## src/rtl/sfm_pkg.sv

```systemverilog
// package of constants for the serial flash mode and power controller
package sfm_pkg;
   // instruction codes
   localparam logic [7:0] SFM_CMD_QPI_ENTER = 8'h38;
   localparam logic [7:0] SFM_CMD_QPI_EXIT  = 8'hFF;
   localparam logic [7:0] SFM_CMD_DPD_ENTER = 8'hB9;
   localparam logic [7:0] SFM_CMD_DPD_REL   = 8'hAB;
   localparam logic [7:0] SFM_CMD_RD_STATUS = 8'h05;
   localparam logic [7:0] SFM_CMD_QREAD     = 8'hEB;
   // mode byte values
   localparam logic [7:0] SFM_MODE_ENTER    = 8'hA5;
   localparam logic [3:0] SFM_MODE_KEEP_HI  = 4'hA;
   localparam logic [7:0] SFM_MODE_TERM     = 8'h00;
   localparam logic [3:0] SFM_NIB_ONES      = 4'hF;
   // forced exit clock counts
   localparam int         SFM_EXIT_CLK_3B   = 8;
   localparam int         SFM_EXIT_CLK_4B   = 10;
   // status bit position of write in progress
   localparam int         SFM_BUSY_BIT      = 0;
   // address and dummy clock counts
   localparam int         SFM_ADDR_CLK_3B   = 6;
   localparam int         SFM_ADDR_CLK_4B   = 8;
   localparam int         SFM_DUMMY_CLK     = 4;
   // release delay: (count+1) * unit
   localparam int         SFM_REL_COUNT     = 5'h13;
   localparam int         SFM_REL_UNIT_NS   = 1000;
   localparam int         SFM_CLK_NS        = 25;
   localparam int         SFM_REL_CYC       =
      ((SFM_REL_COUNT + 1) * SFM_REL_UNIT_NS) / SFM_CLK_NS;
   // bus states
   typedef enum logic [2:0]
   {
      SFM_ST_IDLE  = 3'h0,
      SFM_ST_CMD   = 3'h1,
      SFM_ST_ADDR  = 3'h3,
      SFM_ST_MODE  = 3'h2,
      SFM_ST_DUMMY = 3'h6,
      SFM_ST_DATA  = 3'h7,
      SFM_ST_SKIP  = 3'h5
   } sfm_state_t;
endpackage : sfm_pkg

```

## src/rtl/sfm_pin_if.sv

```systemverilog
// interface carrying synchronised pin samples and edge events
`timescale 1ns/1ps
interface sfm_pin_if;
   logic       cs_n;
   logic       sck_rise;
   logic       sck_fall;
   logic [3:0] io;
   modport src (output cs_n, output sck_rise, output sck_fall, output io);
   modport dst (input cs_n, input sck_rise, input sck_fall, input io);
endinterface : sfm_pin_if

```

## src/rtl/sfm_ctrl.sv

```systemverilog
// mode and power control of a quad serial flash
// ***********************************************************************
// Functional notes
// - continuous read is entered only with quad enabled and mode A5h.
// - in continuous read a mode byte whose top nibble is not A exits.
// - mode byte 00h ends continuous read after the current read.
// - all ones on four lines for 8 or 10 clocks forces read exit.
// - instruction 38h with quad enabled switches to four line input.
// - instruction FFh returns to single line instruction input.
// - quad enable one permits 38h, EBh and mode A5h, zero blocks them.
// - instruction B9h enters deep power-down.
// - instruction ABh leaves deep power-down.
// - instruction 05h returns status with busy in bit 0.
// ***********************************************************************
`timescale 1ns/1ps
module sfm_ctrl
   import sfm_pkg::*;
#(
   parameter int REL_CYC = SFM_REL_CYC
)
(
   // clock and reset
   input  wire logic       core_clk,
   input  wire logic       reset_n,
   // flash pins
   input  wire logic       pin_cs_n,
   input  wire logic       pin_sck,
   input  wire logic [3:0] pin_io_i,
   output logic [3:0]      pin_io_o,
   output logic [3:0]      pin_io_oe,
   // device internal state
   input  wire logic       quad_enable_bit,
   input  wire logic       four_byte_addr,
   input  wire logic       write_in_progress_flag,
   input  wire logic [7:0] status_low,
   // mode outputs
   output logic            qpi_mode,
   output logic            cont_read,
   output logic            power_down,
   output logic            release_busy,
   output logic            hold_reset_en
);
   sfm_pin_if pins ();

   sfm_state_t st_q;
   logic [7:0] sh_q;
   logic [3:0] cnt_q;
   logic       qpi_q;
   logic       cr_q;
   logic       dpd_q;
   logic       cr_term_q;
   logic [3:0] ones_q;
   logic       ones_bad_q;
   logic       dpd_pend_q;
   logic [7:0] cmd_q;
   logic [7:0] stat_q;
   logic [15:0] rel_q;
   logic [3:0] io_o_q;
   logic [3:0] io_oe_q;
   logic       quad_ok;
   logic [3:0] bits_per;
   logic [7:0] sh_n;
   logic [3:0] addr_clk;
   logic       byte_done;
   logic [3:0] ones_lim;

   sfm_pin_sync u_sync
   (
      .core_clk (core_clk),
      .reset_n  (reset_n),
      .pin_cs_n (pin_cs_n),
      .pin_sck  (pin_sck),
      .pin_io   (pin_io_i),
      .pins     (pins)
   );

   // 38h, EBh and mode A5h are refused while the enable bit is clear
   assign quad_ok  = quad_enable_bit;
   assign addr_clk = four_byte_addr ? 4'(SFM_ADDR_CLK_4B)
                                    : 4'(SFM_ADDR_CLK_3B);
   assign ones_lim = four_byte_addr ? 4'(SFM_EXIT_CLK_4B)
                                    : 4'(SFM_EXIT_CLK_3B);
   // one line in command phase unless qpi; quad elsewhere
   assign bits_per = (st_q == SFM_ST_CMD && !qpi_q) ? 4'h1 : 4'h4;
   assign sh_n     = (bits_per == 4'h1) ? {sh_q[6:0], pins.io[0]}
                                        : {sh_q[3:0], pins.io};
   assign byte_done = (bits_per == 4'h1) ? (cnt_q == 4'h7)
                                         : (cnt_q == 4'h1);

   // ***********************************************************************
   // frame sequencer
   // ***********************************************************************
   // shifts the serial frame and decodes at byte boundaries
   always_ff @(posedge core_clk or negedge reset_n)
   begin
      if (!reset_n)
      begin
         st_q      <= SFM_ST_IDLE;
         sh_q      <= 8'h00;
         cnt_q     <= 4'h0;
         qpi_q     <= 1'b0;
         cr_q      <= 1'b0;
         dpd_q     <= 1'b0;
         cr_term_q <= 1'b0;
         cmd_q     <= 8'h00;
         ones_q    <= 4'h0;
         ones_bad_q <= 1'b0;
         dpd_pend_q <= 1'b0;
      end
      else if (pins.cs_n)
      begin
         // frame end: pending terminate takes effect
         if (cr_term_q)
            cr_q <= 1'b0;
         cr_term_q <= 1'b0;
         cnt_q     <= 4'h0;
         ones_q    <= 4'h0;
         ones_bad_q <= 1'b0;
         // power-down only after deselect, never inside a frame
         if (dpd_pend_q)
            dpd_q <= 1'b1;
         dpd_pend_q <= 1'b0;
         // continuous read skips the instruction byte
         st_q <= (cr_q && !cr_term_q && !dpd_q) ? SFM_ST_ADDR
                                                : SFM_ST_CMD;
      end
      else if (pins.sck_rise)
      begin
         sh_q  <= sh_n;
         cnt_q <= cnt_q + 4'h1;
         case (st_q)
            SFM_ST_CMD:
            begin
               if (byte_done)
               begin
                  cnt_q <= 4'h0;
                  cmd_q <= sh_n;
                  st_q  <= SFM_ST_SKIP;
                  if (dpd_q)
                  begin
                     // only release is honoured in power-down
                     if (sh_n == SFM_CMD_DPD_REL)
                        dpd_q <= 1'b0;
                  end
                  else if (sh_n == SFM_CMD_DPD_ENTER)
                     dpd_pend_q <= 1'b1;
                  else if (sh_n == SFM_CMD_QPI_ENTER && quad_ok)
                     qpi_q <= 1'b1;
                  else if (sh_n == SFM_CMD_QPI_EXIT)
                     qpi_q <= 1'b0;
                  else if (sh_n == SFM_CMD_RD_STATUS)
                     st_q  <= SFM_ST_DATA;
                  else if (sh_n == SFM_CMD_QREAD && quad_ok)
                     st_q  <= SFM_ST_ADDR;
               end
            end
            SFM_ST_ADDR:
            begin
               if (cnt_q + 4'h1 == addr_clk && st_q == SFM_ST_ADDR)
               begin
                  cnt_q <= 4'h0;
                  st_q  <= SFM_ST_MODE;
               end
            end
            SFM_ST_MODE:
            begin
               if (byte_done)
               begin
                  cnt_q <= 4'h0;
                  st_q  <= SFM_ST_DUMMY;
                  if (sh_n == SFM_MODE_ENTER && quad_ok)
                     cr_q <= 1'b1;
                  else if (sh_n == SFM_MODE_TERM)
                     cr_term_q <= 1'b1;
                  else if (sh_n[7:4] != SFM_MODE_KEEP_HI)
                     cr_q <= 1'b0;
               end
            end
            SFM_ST_DUMMY:
            begin
               if (cnt_q + 4'h1 == 4'(SFM_DUMMY_CLK))
               begin
                  cnt_q <= 4'h0;
                  st_q  <= SFM_ST_DATA;
               end
            end
            SFM_ST_DATA:
               cnt_q <= 4'h0;
            SFM_ST_SKIP:
               cnt_q <= 4'h0;
            default:
               st_q <= SFM_ST_SKIP;
         endcase
         // forced exit: ones on all lines from the first clock of a
         // continuous frame; an unknown line also breaks the run;
         // kept after the case so its state wins over the sequencer
         if (cr_q && !ones_bad_q && pins.io == SFM_NIB_ONES)
         begin
            ones_q <= ones_q + 4'h1;
            if (ones_q + 4'h1 == ones_lim)
            begin
               cr_q <= 1'b0;
               st_q <= SFM_ST_SKIP;
            end
         end
         else
            ones_bad_q <= 1'b1;
      end
   end

   // ***********************************************************************
   // status output
   // ***********************************************************************
   // status shifts out on falling edges; busy lives in bit 0
   always_ff @(posedge core_clk or negedge reset_n)
   begin
      if (!reset_n)
      begin
         stat_q  <= 8'h00;
         io_o_q  <= 4'h0;
         io_oe_q <= 4'h0;
      end
      else if (pins.cs_n || st_q != SFM_ST_DATA || cmd_q != SFM_CMD_RD_STATUS)
      begin
         io_oe_q <= 4'h0;
         stat_q  <= {status_low[7:1], write_in_progress_flag};
      end
      else if (pins.sck_fall)
      begin
         if (qpi_q)
         begin
            io_o_q  <= stat_q[7:4];
            io_oe_q <= 4'hF;
            stat_q  <= {stat_q[3:0], stat_q[7:4]};
         end
         else
         begin
            io_o_q  <= {2'b00, stat_q[7], 1'b0};
            io_oe_q <= 4'h2;
            stat_q  <= {stat_q[6:0], stat_q[7]};
         end
      end
   end

   // ***********************************************************************
   // release delay
   // ***********************************************************************
   // host owns the wait; this only reports it for visibility
   always_ff @(posedge core_clk or negedge reset_n)
   begin
      if (!reset_n)
         rel_q <= 16'h0000;
      else if (dpd_q)
         rel_q <= 16'(REL_CYC);
      else if (rel_q != 16'h0000)
         rel_q <= rel_q - 16'h0001;
   end

   // registered mode outputs
   always_ff @(posedge core_clk or negedge reset_n)
   begin
      if (!reset_n)
      begin
         qpi_mode      <= 1'b0;
         cont_read     <= 1'b0;
         power_down    <= 1'b0;
         release_busy  <= 1'b0;
         hold_reset_en <= 1'b1;
         pin_io_o      <= 4'h0;
         pin_io_oe     <= 4'h0;
      end
      else
      begin
         qpi_mode      <= qpi_q;
         cont_read     <= cr_q;
         power_down    <= dpd_q;
         release_busy  <= (rel_q != 16'h0000) && !dpd_q;  // after release
         hold_reset_en <= 1'b1;        // fixed on, no disable
         pin_io_o      <= io_o_q;
         pin_io_oe     <= io_oe_q;
      end
   end
endmodule : sfm_ctrl

```

## src/rtl/sfm_pin_sync.sv

```systemverilog
// two flop synchroniser and clock edge finder for the flash pins
`timescale 1ns/1ps
module sfm_pin_sync
(
   // clock and reset
   input  wire logic core_clk,
   input  wire logic reset_n,
   // raw pins
   input  wire logic       pin_cs_n,
   input  wire logic       pin_sck,
   input  wire logic [3:0] pin_io,
   // synchronised side
   sfm_pin_if.src          pins
);
   logic [5:0] meta_q;
   logic [5:0] sync_q;
   logic       sck_old_q;

   // two flops; first stage feeds only the second
   always_ff @(posedge core_clk or negedge reset_n)
   begin
      if (!reset_n)
      begin
         meta_q    <= 6'h01;
         sync_q    <= 6'h01;
         sck_old_q <= 1'b0;
      end
      else
      begin
         meta_q    <= {pin_io, pin_sck, pin_cs_n};
         sync_q    <= meta_q;
         sck_old_q <= sync_q[1];
      end
   end

   // edge events from second stage only
   assign pins.cs_n     = sync_q[0];
   assign pins.io       = sync_q[5:2];
   assign pins.sck_rise = sync_q[1] & ~sck_old_q;
   assign pins.sck_fall = ~sync_q[1] & sck_old_q;
endmodule : sfm_pin_sync

```

## config.mk

```make
export PLATFORM = sky130hd
export DESIGN_NAME = sfm_ctrl
export DESIGN_NICKNAME = d
export VERILOG_FILES = /design/src/rtl/sfm_pkg.sv /design/src/rtl/sfm_pin_if.sv /design/src/rtl/sfm_ctrl.sv /design/src/rtl/sfm_pin_sync.sv
export SDC_FILE = /design/constraint.sdc
export NUM_CORES = 1
export LEC_CHECK = 0
export BUFFER_PORTS_ARGS = -buffer_cell sky130_fd_sc_hd__buf_2
export CAP_MARGIN = 10
export CORE_ASPECT_RATIO = 1.1
export CORE_MARGIN = 10
export CORE_UTILIZATION = 35
export CTS_CLUSTER_SIZE = 25
export DETAILED_ROUTE_END_ITERATION = 10
export PLACE_DENSITY_LB_ADDON = 0.15
export SYNTH_ARGS = -nofsm -noshare
export SYNTH_HDL_FRONTEND = slang
export SYNTH_SLANG_ARGS = --single-unit
```

## constraint.sdc

```tcl
create_clock -name core_clk -period 2.7 [get_ports core_clk]
set_clock_uncertainty 0.15 [all_clocks]
set_input_delay 0.27 -clock core_clk [delete_from_list [all_inputs] [get_ports core_clk]]
set_output_delay 0.27 -clock core_clk [all_outputs]
set_load 0.005 [all_outputs]
```

---- Word-level counts from Yosys, hierarchy flattened ----
Cells that the tools add are included.
storage, ports and cells
  bits in registers ....................... 89
  input port bits ......................... 19
operators by class
  bitwise logic cells ..................... 8
  equality and inequality tests ........... 28
  $add $sub $neg .......................... 3
  reduce and logical (&&, ||, !) cells .... 40
  mux-type cells .......................... 73
operators by type and width
  operator                                             number
  two-way mux 4 bit                                    13
  two-way mux 3 bit                                    15
  == test 8 bit (second input constant)                5
  two-way mux 1 bit                                    35
  two-way mux 16 bit                                   2
  two-way mux 8 bit                                    4
  nonzero test 2 bit                                   10
  case mux 4 bit (4 select lines)                      1
  nonzero test 16 bit                                  1
  subtractor 16 x 1 -> 16 bit (second input constant)  1
  case mux 3 bit (5 select lines)                      1
  logical AND 1 bit                                    10
  AND reduction 2 bit                                  5
  AND reduction 5 bit                                  2
  == test 3 bit (second input constant)                3
  adder 4 x 1 -> 4 bit (second input constant)         2
  == test 4 x 3 -> 1 bit (second input constant)       2
  == test 4 bit                                        2
  == test 8 x 3 -> 1 bit (second input constant)       1
  == test 8 x 6 -> 1 bit (second input constant)       1
  zero test 8 bit                                      1
  != test 8 x 3 -> 1 bit (second input constant)       1
  AND reduction 4 bit                                  2
  AND reduction 7 bit                                  1
  other kinds (14)                                     31

---- Longest topological paths before layout ----
Gate-level depths: netlist of the first run.
  depth in word-level cells ............... 19
  depth in mapped cells ................... 9
  mapped depth without buffers ............ 8

---- Cells and area by module ----
Synthesis of the first run repeated with hierarchy kept, for this count alone.
second synthesis, totals
  cells, all modules ...................... 438
  area, all modules ....................... 4272.8 µm²
by module, submodules not included
  module        times used  cells an instance  area each (µm²)
  sfm_ctrl      1           419                3900.0
  sfm_pin_sync  1           19                 372.9

---- Least setup slack after synthesis of the first run ----
OpenSTA, ideal clock, no wires.
  kind .................................... reg-to-reg
  from .................................... register rel_q[9]
  to ...................................... register rel_q[5]
  setup slack ............................. -0.047 ns
  stages on the path, launching flop included .. 8
  setup time .............................. 0.124 ns
  arrival time ............................ 2.473 ns
  required time ........................... 2.426 ns
  path through ............................ dfrtp_1 or4_4 or4_1 buf_2 or4_1 buf_2 and2_4 a211o_1
between the ends
  cells in the longest elaborated chain, start to end .. 2
RTL lines
  element                       RTL line         RTL
  from (decl)                   sfm_ctrl.sv:57   logic [15:0] rel_q;
  from (signal assigned)        sfm_ctrl.sv:254  rel_q <= 16'(REL_CYC);
  from (signal assigned)        sfm_ctrl.sv:256  rel_q <= rel_q - 16'h0001;
  nonzero test 16 bit           sfm_ctrl.sv:255  else if (rel_q != 16'h0000)
  nonzero test 2 bit (no line)  n/a
Every way passes these cells.
A chain may end at the register's enable or synchronous reset.

---- Final worst setup path of the first run ----
Same ends and word-level chain as after synthesis.

==> summary.md, run 1 <==
| Metric | Value |
|---|---|
| Status | finished, final reports clean |
| Max-slew violations | 0 |
| DIE HEIGHT | roughly 130 um |
| CP Capture Type | register |
| Post-synth ARST share | 100% |
| Max rail drop VDD | ~0.37 mV |
| Root Driver | clkbuf_16 |
| Average cell area after synthesis | approximately 9.7 sq um |
| Flop pwr share | 47.5% |
| Rows | between 40 and 50 |
| Commonest cells after routing, fill and taps aside | dfrtp_1, nand2_1, nor2_1 |
| Routed len/inst | approximately 15 um |
| Hold path depth | 3 |
| Layout cells sized above 1 | 18.0% |
| Worst slew pin tran | approximately 0.97 ns |
| Io pins | 32 |
| Critical path type | register to register |
| P_sw | 1.03 mW |
| Fmax | about 380 MHz |
| First-pass GRT wire length | roughly 16000 um |
| Worst EP required | around 2.8 ns |
| H-tree depth | 3 |
| Crit Path Max Fanout | 5 |
| Synth Cell Area | 4170 sq um |
| RePlAce Congestion | 0.854 |
| Area after DPL | roughly 4600 sq um |
| Post-CTS setup buffers | 0 |
| FF+latch count, synth | 85 |
| Synth cell types | 59 |
| Int Pwr | around 2.5 mW |
| Fin worst setup slack | 0.0683 ns |
| Top cells by area, synth | dfrtp_1, a21oi_1, nand2_1 |
| Antenna Cells | 0 |
| Clock Pin Slew Worst Setup and Hold Paths | roughly 0.060 ns |
| Post-route DRC | 0 |
| Top_reg_cell synth | dfrtp_1 |
| Vias in the first global route | ~3200 |
| Final setup violation count | 0 |
| Clock buffer depth | 2 |
| CTS tree | yes |
| TritonRoute pass-1 iters | 4 |
| Grt total ovfl | 0 |
| Cell Count, Final, Fillers Out | about 630 |
| Util after Layout | between 40% and 50% |
| PortBufs | 29 |
| CP Launch Type | register |
| Global Route Usage Sum | between 10% and 20% |
| Initial core utilization | about 36% |
| Crit path DAT | between 2 and 3 ns |
| Final period util | a little over nine tenths |
| CTS buffer count | 9 |
| Setup TNS | 0 ns |
| Net Sw Frac | 29.1% |
| Final wirelength | 9220 um |
| Full die area | approximately 17000 sq um |
| Pwr per Cell Area | 708 nW/um^2 |
| Via count | around 3200 |
| Fill count | 1135 |
| Final worst path period need | around 2.6 ns |
| Post-DRT Antenna Nets | 0 |
| Post-synthesis sequential area ratio | roughly 50% |
| Syn nets | roughly 450 |
| Largest net degree at the start of global routing | ~80 |
| Area delta synth->final | 19.7% |
| Post-DP HPWL | 6410 um |
| Final hold violation count | 0 |
| Top-area cell type share of the netlist area | about half |
| EDFF count, synth | 0 |
| RSZ-0062 raised after global routing | false |
| R2R cell count | 5 |
| Post-Place Worst Slack | ~0.004 ns |
| Slew headroom | 35.5% |
| Max-cap violations | 0 |
| Initial DRC count | ~250 |
| Core footprint | 11500 sq um |
| Comb pwr share | about 20% |
| Initial antenna violation count | 0 |
| Clk pwr share | ~33% |
| Mapped Cells | about 430 |
| Cell count after placement | 603 |
| Min-delay worst type | input port to register |
| Final instance area | 4990 sq um |
| Vias per cell | between 5 and 6 |
| Commonest non-fill, non-tap cell in the layout | dfrtp_1 |
| Static Leak | around 2.2 nW |
| Yosys top cell by area | dfrtp_1 |
| Final #Nets | 500 |
| Clk_lat worst skew | 0.34 ns |
| CTS Sinks | 85 |
| Ys Warns | 0 |
| Die X | about 120 um |
-- synthesized netlist by cell type (3+ instances only) --
library cell  count
buf_4             3
nand2_1          42
nand3_1           4
and3_1            3
ha_1              3
o21ai_0          28
nor2_1           42
nor3b_1           7
inv_1            10
or3_1             4
mux2i_1          13
nor4b_1           6
nor3_1           14
clkbuf_1         23
dfrtp_1          83
nor4_1            7
a31oi_1           7
nand2b_1          8
nand4_1           6
xnor2_1          11
nand4b_1          3
nor2b_1           9
mux2_2            5
nand3b_1          3
xor2_1            7
a21oi_1          32
-- final cells by class --
cell class	instances	area, sq um	area share [%]
Clock inverter	4	22.5	0.452
Clock buffer	12	256	5.14
Inverter	10	37.5	0.753
Multi-Input combinational cell	304	1880	37.7
Timing Repair Buffer	68	475	9.53
Sequential cell	85	2130	42.7
Tap cell	150	188	3.76
-- per-layer routing --
metal	GRT usage [%]	part of all wire, %	vias up
met4	5.12	1.9	0
met2	17.9	47	60
li1	-	-	1611
met5	0	0	-
met1	14.7	47	1539
met3	3.50	4.7	14
-- per-stage QoR --
stage | hold slack (ns) | total power, mW
2_1_floorplan | -0.176 | 2.14
3_3_place_gp | 0.182 | 2.37
3_5_place_dp | 0.185 | 2.39
4_1_cts | 0.0111 | 3.59
5_1_grt | 0.0326 | 3.76
6_report | 0.0260 | 3.53
-- what timing repair did --
action	CTS	global route
hold buffers	14	0
endpoints found under the setup margin	1	0
endpoints found under the hold margin	69	0
gates resized for setup	1	0
-- critical path: stages, from the launching register on --
cell and delay, ns:
dfrtp_1 0.39, or4_4 0.53, or4_1 0.45, or4_4 0.54, and2_4 0.17, a211o_1 0.29
-- logic make-up (layout without fill, tap and decap cells) --
family,count (synthesis),in the layout,synth area share (%)
simple gates,174,174,22.8
compound gates,90,90,12.9
flops,85,85,51.1
buf+inv,40,94,3.93
xor+xnor,18,18,3.78
mux,18,18,4.47
fa+ha+maj,3,3,0.901
other cells,1,1,0.0900
-- registers in the layout (all words and copies together) (netlist names), 2 cells and up --
name / count
cmd_q: 8
sh_q: 7
stat_q: 8
cnt_q: 4
ones_q: 4
io_oe_q: 2
u_sync.sync_q: 6
pin_io_oe: 2
pin_io_o: 4
st_q: 3
rel_q: 16
io_o_q: 4
u_sync.meta_q: 6
-- power by group through the flow --
stage                     clock [mW]  combinational, mW  sequential [mW]
after floorplan                    0              0.511             1.63
after global placement             0              0.674             1.69
after detailed placement           0              0.690             1.70
after CTS                       1.20              0.711             1.68
after global routing            1.25              0.798             1.71
final                           1.15              0.700             1.68
-- worst paths after layout --
kind,slack [ns],to,startpoint
setup reg to reg,0.07,rel_q[5],rel_q[9]
hold reg to reg,0.20,u_sync.sync_q[2],u_sync.meta_q[2]
min in group asynchronous,0.47,rel_q[2],reset_n
hold / removal,0.03,stat_q[1],status_low[1]
setup / recovery,0.07,rel_q[5],rel_q[9]
max in group asynchronous,1.27,cnt_q[3],reset_n
No activity file was read; power rests on OpenSTA's default activity.
==> run 2: changes to the inputs <==
--- a/config.mk
+++ b/config.mk
@@ -9,7 +9,7 @@
 export CAP_MARGIN = 10
 export CORE_ASPECT_RATIO = 1.1
 export CORE_MARGIN = 10
-export CORE_UTILIZATION = 35
+export CORE_UTILIZATION = 54
 export CTS_CLUSTER_SIZE = 25
 export DETAILED_ROUTE_END_ITERATION = 10
 export PLACE_DENSITY_LB_ADDON = 0.15
==> summary.md, run 2 (synthesis gave the netlist of run 1 again) <==
| Metric | Value |
|---|---|
| Status | finished, final reports clean |
| Biggest register | rel_q |
| Initial antenna violation count | 0 |
| Crit path cell chain | or4_4 -> or4_1 -> or4_4 -> and2_4 -> a211o_1 |
| H-tree depth | 3 |
| Routed len/inst | between 15 and 20 um |
| Cell Count, Final, Fillers Out | between 500 and 600 |
| CP peak stage delay | 0.53 ns |
| DR WL met2 | between 4000 and 5000 um |
| Vias per cell | around 5.7 |
| Final setup violation count | 0 |
| Crit path DAT | approximately 2.7 ns |
| Die X | just over 100 um |
| Post-DP HPWL | 6150 um |
| Post-CTS setup buffers | 0 |
| CP Capture Type | register |
| DR top layer | met4 |
| Max-cap violations | 0 |
| TritonRoute pass-1 iters | 5 |
| Via count | 3316 |
| Commonest non-fill, non-tap cell in the layout | dfrtp_1 |
| Clock Pin Slew Worst Setup and Hold Paths | ~0.09 ns |
| First-pass GRT wire length | approximately 15000 um |
| Initial core utilization | between 50% and 60% |
| Crit path launch | rel_q[8] |
| CTS tree | yes |
| WL met1 | 3920 um |
| Setup TNS | 0 ns |
| CTS buffer count | 9 |
| Worst EP required | 2.80 ns |
| Root Driver | clkbuf_8 |
| Rows | 33 |
| Reg area | ~2100 sq um |
| Initial DRC count | 172 |
| RePlAce Congestion | 0.874 |
| Commonest cells after routing, fill and taps aside | dfrtp_1, nand2_1, nor2_1 |
| Static Leak | 2.16 nW |
| Worst r2r src | rel_q[8] |
| CP Launch Type | register |
| Max rail drop VDD | about 0.42 mV |
| Max FFs per register | 16 |
| Post-route DRC | 0 |
| Met3 wire len | between 400 and 500 um |
| Min-delay worst type | input port to register |
| Final instance area | 4820 sq um |
| Area after DPL | 4480 sq um |
| Clk_lat worst skew | 0.35 ns |
| DIE HEIGHT | approximately 110 um |
| Multi-input gate area | ~1900 sq um |
| Worst slew pin tran | between 0.7 and 0.8 ns |
| Vias in the first global route | between 3000 and 4000 |
| Cell count after placement | roughly 550 |
| Worst Setup EP | rel_q[5] |
| Final wirelength | about 9000 um |
| Crit-path most repeated cell | or4_4 |
| RSZ-0062 raised after global routing | false |
| Largest net degree at the start of global routing | between 50 and 60 |
| Pwr per Cell Area | 680 nW/um^2 |
| Io pins | 32 |
| Final #Nets | between 400 and 500 |
| Area delta synth->final | 15.7% |
| Final worst path period need | 2.59 ns |
| Final hold violation count | 0 |
| Slew headroom | 50.2% |
| Core footprint | around 7500 sq um |
| Crit Path Max Fanout | 4 |
| Pwr Total | roughly 3.3 mW |
| Max-slew violations | 0 |
| R2R cell count | 5 |
| Full die area | approximately 12000 sq um |
| Layout cells sized above 1 | between 10% and 20% |
| Fmax | about 390 MHz |
| PortBufs | 29 |
| Global Route Usage Sum | 15.4% |
| Post-DRT Antenna Nets | 0 |
| Critical path type | register to register |
| CTS Sinks | 85 |
| Fill count | between 500 and 600 |
| Grt total ovfl | 0 |
| Largest registers | rel_q (16), cmd_q (8), stat_q (8) |
| Final period util | 95.8% |
| R2r setup slk | 0.11 ns |
| Critical R2R Capture | rel_q[5] |
| Slowest-stage cell, CP | or4_4 |
| Clock buffer depth | 2 |
| Antenna Cells | 0 |
## run 2: cell types whose count changed in the layout (fill, tap and decap cells not counted)
cell / previous run / this run
buf_12: 0 / 1
clkbuf_1: 1 / 0
bufinv_16: 0 / 1
clkinv_2: 3 / 2
clkbuf_16: 9 / 0
clkbuf_8: 2 / 9
dlygate4sd3_1: 14 / 13
buf_4: 26 / 20
clkinv_4: 0 / 1
nor4b_1: 6 / 5
inv_6: 0 / 2
nor4b_2: 1 / 2
## run 2: worst min path at each step
| stage | startpoint | cells past startpoint | endpoint |
|---|---|---|---|
| after floorplan | reset_n | 0 | cmd_q[0] |
| after global placement | reset_n | 1 | rel_q[15] |
| after detailed placement | reset_n | 1 | rel_q[15] |
| after CTS | status_low[4] | 3 | stat_q[4] |
| after global routing | status_low[4] | 3 | stat_q[4] |
| final | status_low[4] | 3 | stat_q[4] |
## run 2: critical path: cells and delay by family, from the launching register on
kind	cells	cell delay, ns
compound gates	1	0.28
flops	1	0.41
simple gates	4	1.65
## run 2: cell type report
type | count | area share (%)
Sequential cell | 85 | 44.2
Multi-Input combinational cell | 304 | 39.1
Timing Repair Buffer | 62 | 9.14
Tap cell | 105 | 2.73
Clock buffer | 9 | 2.57
Clock inverter | 7 | 1.53
Inverter | 10 | 0.779
## run 2: layer usage
layer,GRT usage (%),vias to the layer above
met4,4.92,0
met5,0,-
met1,18.5,1622
li1,-,1601
met3,3.49,11
met2,26.9,82
## run 2: timing repair
item | CTS | global route
hold buffers | 13 | 0
resized for setup | 0 | 2
endpoints found under the setup margin | 0 | 3
hold endpoints to repair | 47 | 0
## run 2: power by group
group          switching, mW  leakage [nW]  internal (mW)  total (mW)
Sequential             0.218          1.06           1.47        1.69
Clock                  0.475         0.100          0.433       0.908
Combinational          0.334          1.00          0.346       0.680
Total                   1.03          2.16           2.25        3.28
## run 2: stage by stage
step	hold slack, ns	util (%)	worst slack (ns)
CTS	0.00513	64.4	0.0557
detailed placement	0.0983	60.0	0.0646
global placement	0.0979	60.0	0.0783
global route	0.0347	64.5	0.0511
floorplan	-0.176	-	-0.0471
finish	0.00751	64.5	0.115
